===== config.mk =====
export PLATFORM = sky130hd
export DESIGN_NAME = tscf_bank
export DESIGN_NICKNAME = d
export VERILOG_FILES = /design/src/tscf_pkg.sv /design/src/tscf_bank.sv
export SDC_FILE = /design/constraint.sdc
export NUM_CORES = 1
export LEC_CHECK = 0
export BUFFER_PORTS_ARGS = -buffer_cell sky130_fd_sc_hd__buf_4
export CORE_ASPECT_RATIO = 2
export CORE_MARGIN = 3
export CORE_UTILIZATION = 42
export DETAILED_ROUTE_END_ITERATION = 10
export SYNTH_ARGS = -nofsm -noshare
export SYNTH_HDL_FRONTEND = slang
export SYNTH_SLANG_ARGS = --single-unit
export TNS_END_PERCENT = 100

===== constraint.sdc =====
create_clock -name clock_i -period 11 [get_ports clock_i]
set_input_delay 1.1 -clock clock_i [delete_from_list [all_inputs] [get_ports clock_i]]
set_output_delay 1.1 -clock clock_i [all_outputs]
set_load 0.05 [all_outputs]

===== src/tscf_pkg.sv =====
// Purpose: shared constants for the thermocouple status/config/filter bank
// Assumes: register port selects registers by a small index
// Notes: all values reset to zero
package tscf_pkg;
    // register indices on the register port
    localparam logic [1:0] REG_RAW = 2'h0;
    localparam logic [1:0] REG_STATUS = 2'h1;
    localparam logic [1:0] REG_SENSOR_CFG = 2'h2;
    // status bit positions
    localparam int ST_BURST = 7;
    localparam int ST_UPDATE = 6;
    localparam int ST_RANGE = 4;
    // sensor config fields
    localparam int CFG_TYPE_LO = 4;
    localparam int CFG_FILT_LO = 0;
    // widths and reset values
    localparam int RAW_W = 24;
    localparam int TEMP_W = 16;
    localparam int FRAC_X = 4;
    localparam int ACC_W = TEMP_W + FRAC_X;
    localparam int DIV_STEPS = 32;
    localparam logic [7:0] STATUS_RST = 8'h00;
    localparam logic [7:0] CFG_RST = 8'h00;
    // shutdown mode field codes
    localparam logic [1:0] MODE_BURST = 2'h2;
endpackage : tscf_pkg


===== src/tscf_bank.sv =====
// Purpose: raw sample, status and sensor config registers with the EMA filter
// Assumes: converter front end gives a one-cycle conv_done_i with its results
// Notes: filter divides by 2^n+1 over 32 cycles, well inside a conversion
`timescale 1ns/10ps

// Functional notes
// - read-only 24-bit raw sample, zero at reset
// - burst flag sets on burst end, software clears
// - update flag sets on each conversion
// - status bit5, config bits 7,3 read zero
// - range flag follows out-of-span indication
// - out of range freezes delta, hot, cold
// - alert bits set when source exceeds limit
// - each alert selects hot or cold source
// - config bits 6-4 select thermocouple type
// - config bits 2-0 set filter coefficient n
// - output is k*X plus (1-k)*previous output
// - hot-junction input filtered into delta register
// - config write resets filter state
// - burst takes 2^code samples then shuts down
// - low raw bits zeroed at lower resolutions
module tscf_bank (
    // clock and reset
    input wire logic clock_i,
    input wire logic arst_n_i,
    // register port
    input wire logic [1:0] reg_sel_i,
    input wire logic wr_en_i,
    input wire logic [7:0] wr_data_i,
    output logic [23:0] rd_data_o,
    // converter results
    input wire logic conv_done_i,
    input wire logic [23:0] raw_sample_i,
    input wire logic [15:0] hot_unfilt_i,
    input wire logic [15:0] hot_comp_i,
    input wire logic [15:0] cold_i,
    input wire logic out_of_range_i,
    // device configuration and alert settings held elsewhere
    input wire logic [1:0] adc_res_i,
    input wire logic [2:0] burst_code_i,
    input wire logic [1:0] shdn_mode_i,
    input wire logic [3:0] alert_src_cold_i,
    input wire logic [15:0] alert_limit_one_i,
    input wire logic [15:0] alert_limit_two_i,
    input wire logic [15:0] alert_limit_three_i,
    input wire logic [15:0] alert_limit_four_i,
    // results
    output logic [2:0] tc_type_o,
    output logic [15:0] delta_temp_o,
    output logic [15:0] hot_temp_o,
    output logic [15:0] cold_temp_o,
    output logic burst_shutdown_o
);
    ////////////////////////////////////////////////////////////////////////////
    // state
    typedef struct packed {
        logic [7:0] cfg; // sensor config
        logic [7:0] status; // status flags
        logic [23:0] raw; // raw sample
        logic [19:0] yacc; // filter output, 1/256 degree
        logic yvalid; // filter holds a previous output
        logic [15:0] hot; // compensated temperature
        logic [15:0] cold; // cold-junction temperature
        logic [15:0] delta; // filtered hot-junction temperature
        logic busy; // divider running
        logic [31:0] quo; // dividend shifting into quotient
        logic [8:0] rem; // partial remainder
        logic [7:0] den; // divisor 2^n+1
        logic neg; // result sign
        logic [5:0] step; // divider step count
        logic bactive; // burst in progress
        logic [7:0] bcnt; // samples taken in burst
        logic bmode_q; // burst mode seen last cycle
        logic shdn; // shutdown pulse
        logic [23:0] rdata; // read data
    } tscf_state_s;

    tscf_state_s s_q;
    tscf_state_s s_d;

    logic [15:0] limits [4];
    assign limits[0] = alert_limit_one_i;
    assign limits[1] = alert_limit_two_i;
    assign limits[2] = alert_limit_three_i;
    assign limits[3] = alert_limit_four_i;

    // alert comparisons, one per alert
    logic [3:0] alert_hit;
    for (genvar i = 0; i < 4; i++) begin : g_alert
        logic [15:0] src;
        assign src = alert_src_cold_i[i] ? s_q.cold : s_q.hot;
        assign alert_hit[i] = $signed(src) > $signed(limits[i]);
    end

    ////////////////////////////////////////////////////////////////////////////
    // next state
    always_comb begin
        logic signed [31:0] xs;
        logic signed [31:0] ys;
        logic signed [31:0] num;
        logic [31:0] mag;
        logic [7:0] pw;
        logic [8:0] trial;
        logic [23:0] mask;
        logic [19:0] res;
        logic [7:0] stv;
        s_d = s_q;
        xs = 32'(signed'({hot_unfilt_i, 8'h00})) >>> 4;
        ys = 32'(signed'(s_q.yacc));
        pw = 8'h01 << s_q.cfg[2:0];
        num = 32'h0;
        mag = 32'h0;
        trial = 9'h0;
        res = 20'h0;
        stv = s_q.status;
        s_d.shdn = 1'b0;
        // raw sample mask per resolution
        mask = 24'hffffff << {adc_res_i, 1'b0};
        // status write: a zero in bit 7 or 6 clears it
        if (wr_en_i && reg_sel_i == tscf_pkg::REG_STATUS) begin
            s_d.status[tscf_pkg::ST_BURST] = s_q.status[tscf_pkg::ST_BURST] & wr_data_i[7];
            s_d.status[tscf_pkg::ST_UPDATE] = s_q.status[tscf_pkg::ST_UPDATE] & wr_data_i[6];
        end
        // config write: store fields, reset filter
        if (wr_en_i && reg_sel_i == tscf_pkg::REG_SENSOR_CFG) begin
            s_d.cfg = {1'b0, wr_data_i[6:4], 1'b0, wr_data_i[2:0]};
            s_d.yvalid = 1'b0;
            s_d.busy = 1'b0;
        end else if (s_q.busy) begin
            // restoring divider step
            trial = {s_q.rem[7:0], s_q.quo[31]};
            s_d.quo = {s_q.quo[30:0], 1'b0};
            if (trial >= {1'b0, s_q.den}) begin
                trial = trial - {1'b0, s_q.den};
                s_d.quo[0] = 1'b1;
            end
            s_d.rem = trial;
            s_d.step = s_q.step + 6'h01;
            if (s_q.step == 6'(tscf_pkg::DIV_STEPS - 1)) begin
                s_d.busy = 1'b0;
                res = s_d.quo[19:0];
                s_d.yacc = s_q.neg ? 20'(-res) : res;
                s_d.delta = 16'((s_d.yacc + 20'h8) >> 4);
                s_d.delta = {s_d.yacc[19], s_d.delta[14:0]};
            end
        end
        // conversion complete
        if (conv_done_i) begin
            s_d.raw = raw_sample_i & mask;
            s_d.status[tscf_pkg::ST_UPDATE] = 1'b1;
            s_d.status[tscf_pkg::ST_RANGE] = out_of_range_i;
            if (!out_of_range_i) begin
                s_d.hot = hot_comp_i;
                s_d.cold = cold_i;
                if (s_q.cfg[2:0] == 3'h0 || !s_q.yvalid) begin
                    // filter off or first sample: pass through
                    s_d.delta = hot_unfilt_i;
                    s_d.yacc = xs[19:0];
                    s_d.yvalid = 1'b1;
                    s_d.busy = 1'b0;
                end else if (!(wr_en_i && reg_sel_i == tscf_pkg::REG_SENSOR_CFG)) begin
                    // Y = (2X + (2^n-1)Y) / (2^n+1), rounded
                    num = (xs <<< 1) + ys * 32'(signed'({1'b0, pw - 8'h01}));
                    mag = num[31] ? 32'(-num) : num;
                    s_d.neg = num[31];
                    s_d.den = pw + 8'h01;
                    s_d.quo = mag + 32'(s_d.den >> 1);
                    s_d.rem = 9'h0;
                    s_d.step = 6'h0;
                    s_d.busy = 1'b1;
                end
            end
        end
        // burst sequencing
        s_d.bmode_q = (shdn_mode_i == tscf_pkg::MODE_BURST);
        if (s_d.bmode_q && !s_q.bmode_q) begin
            s_d.bactive = 1'b1;
            s_d.bcnt = 8'h0;
        end else if (s_q.bactive && conv_done_i) begin
            s_d.bcnt = s_q.bcnt + 8'h01;
            if (s_d.bcnt == (8'h01 << burst_code_i)) begin
                s_d.bactive = 1'b0;
                s_d.status[tscf_pkg::ST_BURST] = 1'b1;
                s_d.shdn = 1'b1;
            end
        end
        if (!s_d.bmode_q) begin
            s_d.bactive = 1'b0;
        end
        // alerts and reserved bit
        s_d.status[3:0] = alert_hit;
        s_d.status[5] = 1'b0;
        // registered read mux
        unique case (reg_sel_i)
            tscf_pkg::REG_RAW: s_d.rdata = s_q.raw;
            tscf_pkg::REG_STATUS: s_d.rdata = {16'h0, stv};
            tscf_pkg::REG_SENSOR_CFG: s_d.rdata = {16'h0, s_q.cfg};
            default: s_d.rdata = 24'h0;
        endcase
    end

    ////////////////////////////////////////////////////////////////////////////
    // state register
    always_ff @(posedge clock_i or negedge arst_n_i) begin
        if (!arst_n_i) begin
            s_q <= '0;
        end else begin
            s_q <= s_d;
        end
    end

    // outputs
    assign rd_data_o = s_q.rdata;
    assign tc_type_o = s_q.cfg[6:4];
    assign delta_temp_o = s_q.delta;
    assign hot_temp_o = s_q.hot;
    assign cold_temp_o = s_q.cold;
    assign burst_shutdown_o = s_q.shdn;
endmodule : tscf_bank


======== Word-level counts from Yosys, hierarchy flattened ========
Index checks and enable logic that the tools add are counted.
storage, ports and cells
  register bits ........................... 198
  bits of input ports ..................... 162
  output and inout port bits .............. 76
  logic and storage cells ................. 108
cells by class
  add/subtract/negate cells ............... 10
  multipliers ............................. 1
  order comparisons ....................... 5
  equality and inequality tests ........... 7
  shift operators ......................... 3
  muxes and demuxes ....................... 41
  bitwise gates (word level) .............. 6
  reduce and logical (&&, ||, !) cells .... 14
operator list
  operator                                                             count
  126-bit two-way mux                                                  2
  16-bit two-way mux                                                   6
  20-bit two-way mux                                                   4
  24-bit one-hot mux with 3 select lines                               1
  16-bit > comparator                                                  4
  58-bit two-way mux                                                   1
  57-bit two-way mux                                                   1
  56-bit two-way mux                                                   1
  41-bit two-way mux                                                   1
  32-bit by 7-bit adder with 32-bit output                             1
  32-bit two-way mux                                                   1
  30-bit negator with 32-bit output                                    1
  21-bit by 29-bit adder with 30-bit output                            1
  20-bit by 9-bit multiplier with 29-bit output                        1
  9-bit two-way mux                                                    3
  24-bit AND                                                           1
  24-bit by 3-bit left shift with 24-bit output, first input constant  1
  21-bit two-way mux                                                   1
  20-bit negator                                                       1
  19-bit by 4-bit adder with 19-bit output, second input constant      1
  17-bit two-way mux                                                   1
  8-bit by 1-bit adder with 8-bit output, second input constant        2
  1-bit by 3-bit left shift with 8-bit output, first input constant    2
  1-bit two-way mux                                                    15
  21 further kinds                                                     33

======== Logic depth before layout (Yosys ltp) ========
  word-level depth ........................ 14
  gate-level depth with buffers ........... 38
  mapped depth without buffers ............ 34

======== Worst setup path before layout ========
No wires, ideal clock.
  kind .................................... register to register
  start point ............................. register s_q[195] in the netlist's numbering
  end point ............................... register s_q[87] in the netlist's numbering
  setup time .............................. 0.131 ns
  data arrival time ....................... 8.212 ns
  required time ........................... 10.869 ns
  setup slack ............................. 2.657 ns
  cell stages (with the launch flop) ...... 35
  path buffers ............................ 4
  clock period less this slack ............ 8.343 ns
  cell sequence ........................... dfrtp_1 > or3_1 > buf_2 > buf_1 > nand2_1 > inv_1 > fa_1 > fa_1 > fa_1 > fa_1 > inv_1 > fa_1 > inv_1 > ha_1 > clkbuf_1 > and4_1 > a221oi_1 > nand2_1 > o211ai_1 > clkbuf_1 > o21ai_0 > xnor2_1 > ha_1 > inv_1 > o21bai_1 > a21oi_1 > o21bai_1 > a21oi_1 > inv_1 > nand3_2 > nor3_4 > nand4_2 > nor4b_2 > xnor2_1 > o21ai_1
RTL lines
  element                 line              text
  start, declared         tscf_bank.sv:78   tscf_state_s s_q;
  start signal, assigned  tscf_bank.sv:206  s_q <= '0;
  start signal, assigned  tscf_bank.sv:208  s_q <= s_d;

==> reports/results.ini <==
[floorplanning]
initial_utilization = 0.4270
ioPinCount = 238
dieArea_mm2 = 0.05231
die_height_um = 320.5
num_rows = 114
die_w_um = 163.2
core_mm2 = 0.04864

[drt]
drc = 0
ant_nets = 0
vias = 17070
totalWireLength_um = 61910
post_drt_wl_per_cell_um = 19.71
drt_iter0_drc = 799
dr.pass1.iters = 7
post_drt_via_cell_ratio = 5.434

[clock_tree]
numCtsBuffers = 17
path_clk_slew_ns = 0.08
clockRootBuffer = clkbuf_16
cts_tree = yes
postCtsHoldBufs = 0
cts.sinks = 197
cts_max_path_buffers = 2
post-cts-setup-buffers = 0
ctsResizeCount = 0
htreeDepth = 4
clkLatencyLatePin_ns = 0.48

[timing]
setup_tns_ns = 0
worst_clock_skew_ns = 0.01650
period_share = 0.8688
hold_viol = 0
drv_slew = 0
layout_setup_ws_ns = 1.443
worstMarginPinSlew_ns = 1.163
setup_viol = 0
rsz0062_at_grt = false
max_freq_mhz = 104.6
slew_headroom = 0.2185
period_minus_slack_ns = 9.557

[logic_synthesis]
syn_area_mm2 = 0.02077
synth_cell_types = 91
ys_seq_area_frac = 0.2374
yosysTopAreaCell = dfrtp_1
syn_inst = 2365
netlist.area_leader.share = 0.2374
async_flop_share = 1.000
ys_warn_count = 0
synth_area_leaders = dfrtp_1, fa_1, ha_1, mux2_2, inv_1
postSynthAreaPerCell_um2 = 8.781
ys_ff_latch = 197
synth_edf_count = 0
synthFlopType = dfrtp_1

[finish]
antennaDiodeCount = 0
layout_common_cells = inv_1, buf_4, nand2_1
fillers = 4729
finish.net_count = 2948
final_common_cell = inv_1
synthToLayoutAreaGrowth_pct = 11.98
drive_gt1_frac = 0.1842

[grt]
grt_max_degree = 79
grt_pass1_vias = 18680
grtUsageTotal = 0.2431
globalRoute.totalOverflow = 0
grt_pass1_wl_um = 98960
antenna_found_initial = 0

[setup_path]
crit_path_max_fanout = 17
cpPeakStageDelay_ns = 0.79
crit_top_cell = inv_1
r2r_start = s_q[193]
crit_type = flip-flop to flip-flop
cp-startpoint = s_q[193]
reg2reg_depth = 35
setup.worst_path.start_class = flip-flop
end_kind = flip-flop
cp_slowest_cell = or3_1
crit_required_ns = 11.33
worstPathArrival_ns = 9.88

[placed_design]
gp_congestion = 0.9653
dp_slack_ns = 1.486
io_buffers = 236
hpwlAfterDp_um = 51100

[min_path]
hold_start = s_q[25]
hold_depth = 1
hold_class = flip-flop to flip-flop

[flow_run]
drv_cap = 0

[outcome]
outcome = complete, no violations

## cells by family (layout without fill, tap and decap cells)
family / after synthesis / after routing / synth area share
and+or+nand+nor: 651 / 651 / 0.1561
buffers and inverters: 528 / 647 / 0.1110
AOI/OAI and AO/OA: 424 / 424 / 0.1321
adders and majority gates: 296 / 296 / 0.2336
DFF: 197 / 197 / 0.2374
muxes: 150 / 150 / 0.07971
xor gates and xnor gates: 117 / 117 / 0.04970
other: 2 / 21 / 0.0003616
## metrics by stage
step | cells | cell area, µm² | hold slack, ns | util
after global placement | 3109 | 22630 | 0.4270 | 0.4653
after global routing | 3141 | 23260 | 0.4846 | 0.4781
final | 3141 | 23260 | 0.4517 | 0.4781
after CTS | 3141 | 23260 | 0.4567 | 0.4781
after detailed placement | 3109 | 22630 | 0.4448 | 0.4653
after floorplan | 2384 | 20840 | 0.4196 | -
## metal layers
| metal | share of wire | track usage | up-vias |
|---|---|---|---|
| met5 | 0 | 0 | - |
| met4 | 0.059 | 0.1336 | 0 |
| met3 | 0.046 | 0.04084 | 152 |
| met2 | 0.56 | 0.4806 | 530 |
| met1 | 0.33 | 0.2304 | 8340 |
| li1 | - | - | 8047 |
## critical path: cells and delay by family (launching register included)
family,cells,cell delay [ns]
XOR/XNOR,2,0.33
buffers and inverters,9,1.09
adder cells (fa/ha/maj),7,3.33
AND/OR/NAND/NOR,6,1.84
flip-flops,1,0.63
AO/OA/AOI/OAI,11,2.14
## flip-flops by register name, indices dropped and copies added (netlist names)
name / flops
delta_temp_o: 16
cold_temp_o: 16
burst_shutdown_o: 1
hot_temp_o: 16
s_q: 121
tc_type_o: 3
rd_data_o: 24
## worst paths after layout
| path | endpoint | slack (ns) |
|---|---|---|
| min in group asynchronous | s_q[87] | 0.65 |
| min | s_q[34] | 0.45 |
| max reg2reg | s_q[87] | 1.44 |
| min reg2reg | s_q[34] | 0.45 |
| max | s_q[87] | 1.44 |
| max in group asynchronous | s_q[184] | 9.03 |
## cell usage after synthesis, types with 11 or more instances
cell type,instances
buf_4,77
ha_1,143
a22oi_1,11
nor4_1,11
nand3_1,39
o21a_1,15
mux2_2,120
or3_1,12
and3_1,34
o31ai_1,14
nand2_1,220
o21ai_0,110
xnor2_1,69
a21o_1,29
nor2_1,143
clkbuf_1,72
buf_1,11
and2_1,34
a31oi_1,15
nor2b_1,22
dfrtp_1,197
nor3_1,26
fa_1,153
o211ai_1,15
mux2i_1,29
nand2b_1,19
inv_1,356
a21oi_1,110
xor2_1,47
nand4_1,30
o22ai_1,14
a211oi_1,13
## area by class of cell
cell class | count | area (µm²) | area share
multi-input combinational | 1659 | 13620 | 0.5856
inverter | 356 | 1336 | 0.05746
sequential | 197 | 4930 | 0.2120
timing repair buffer | 259 | 1951 | 0.08388
tap | 638 | 798.3 | 0.03433
clock buffer | 18 | 429.2 | 0.01845
clock inverter | 14 | 193.9 | 0.008339
Power is not shown: default switching activity piles up to over one toggle a cycle in this logic, so the estimate is an artifact.
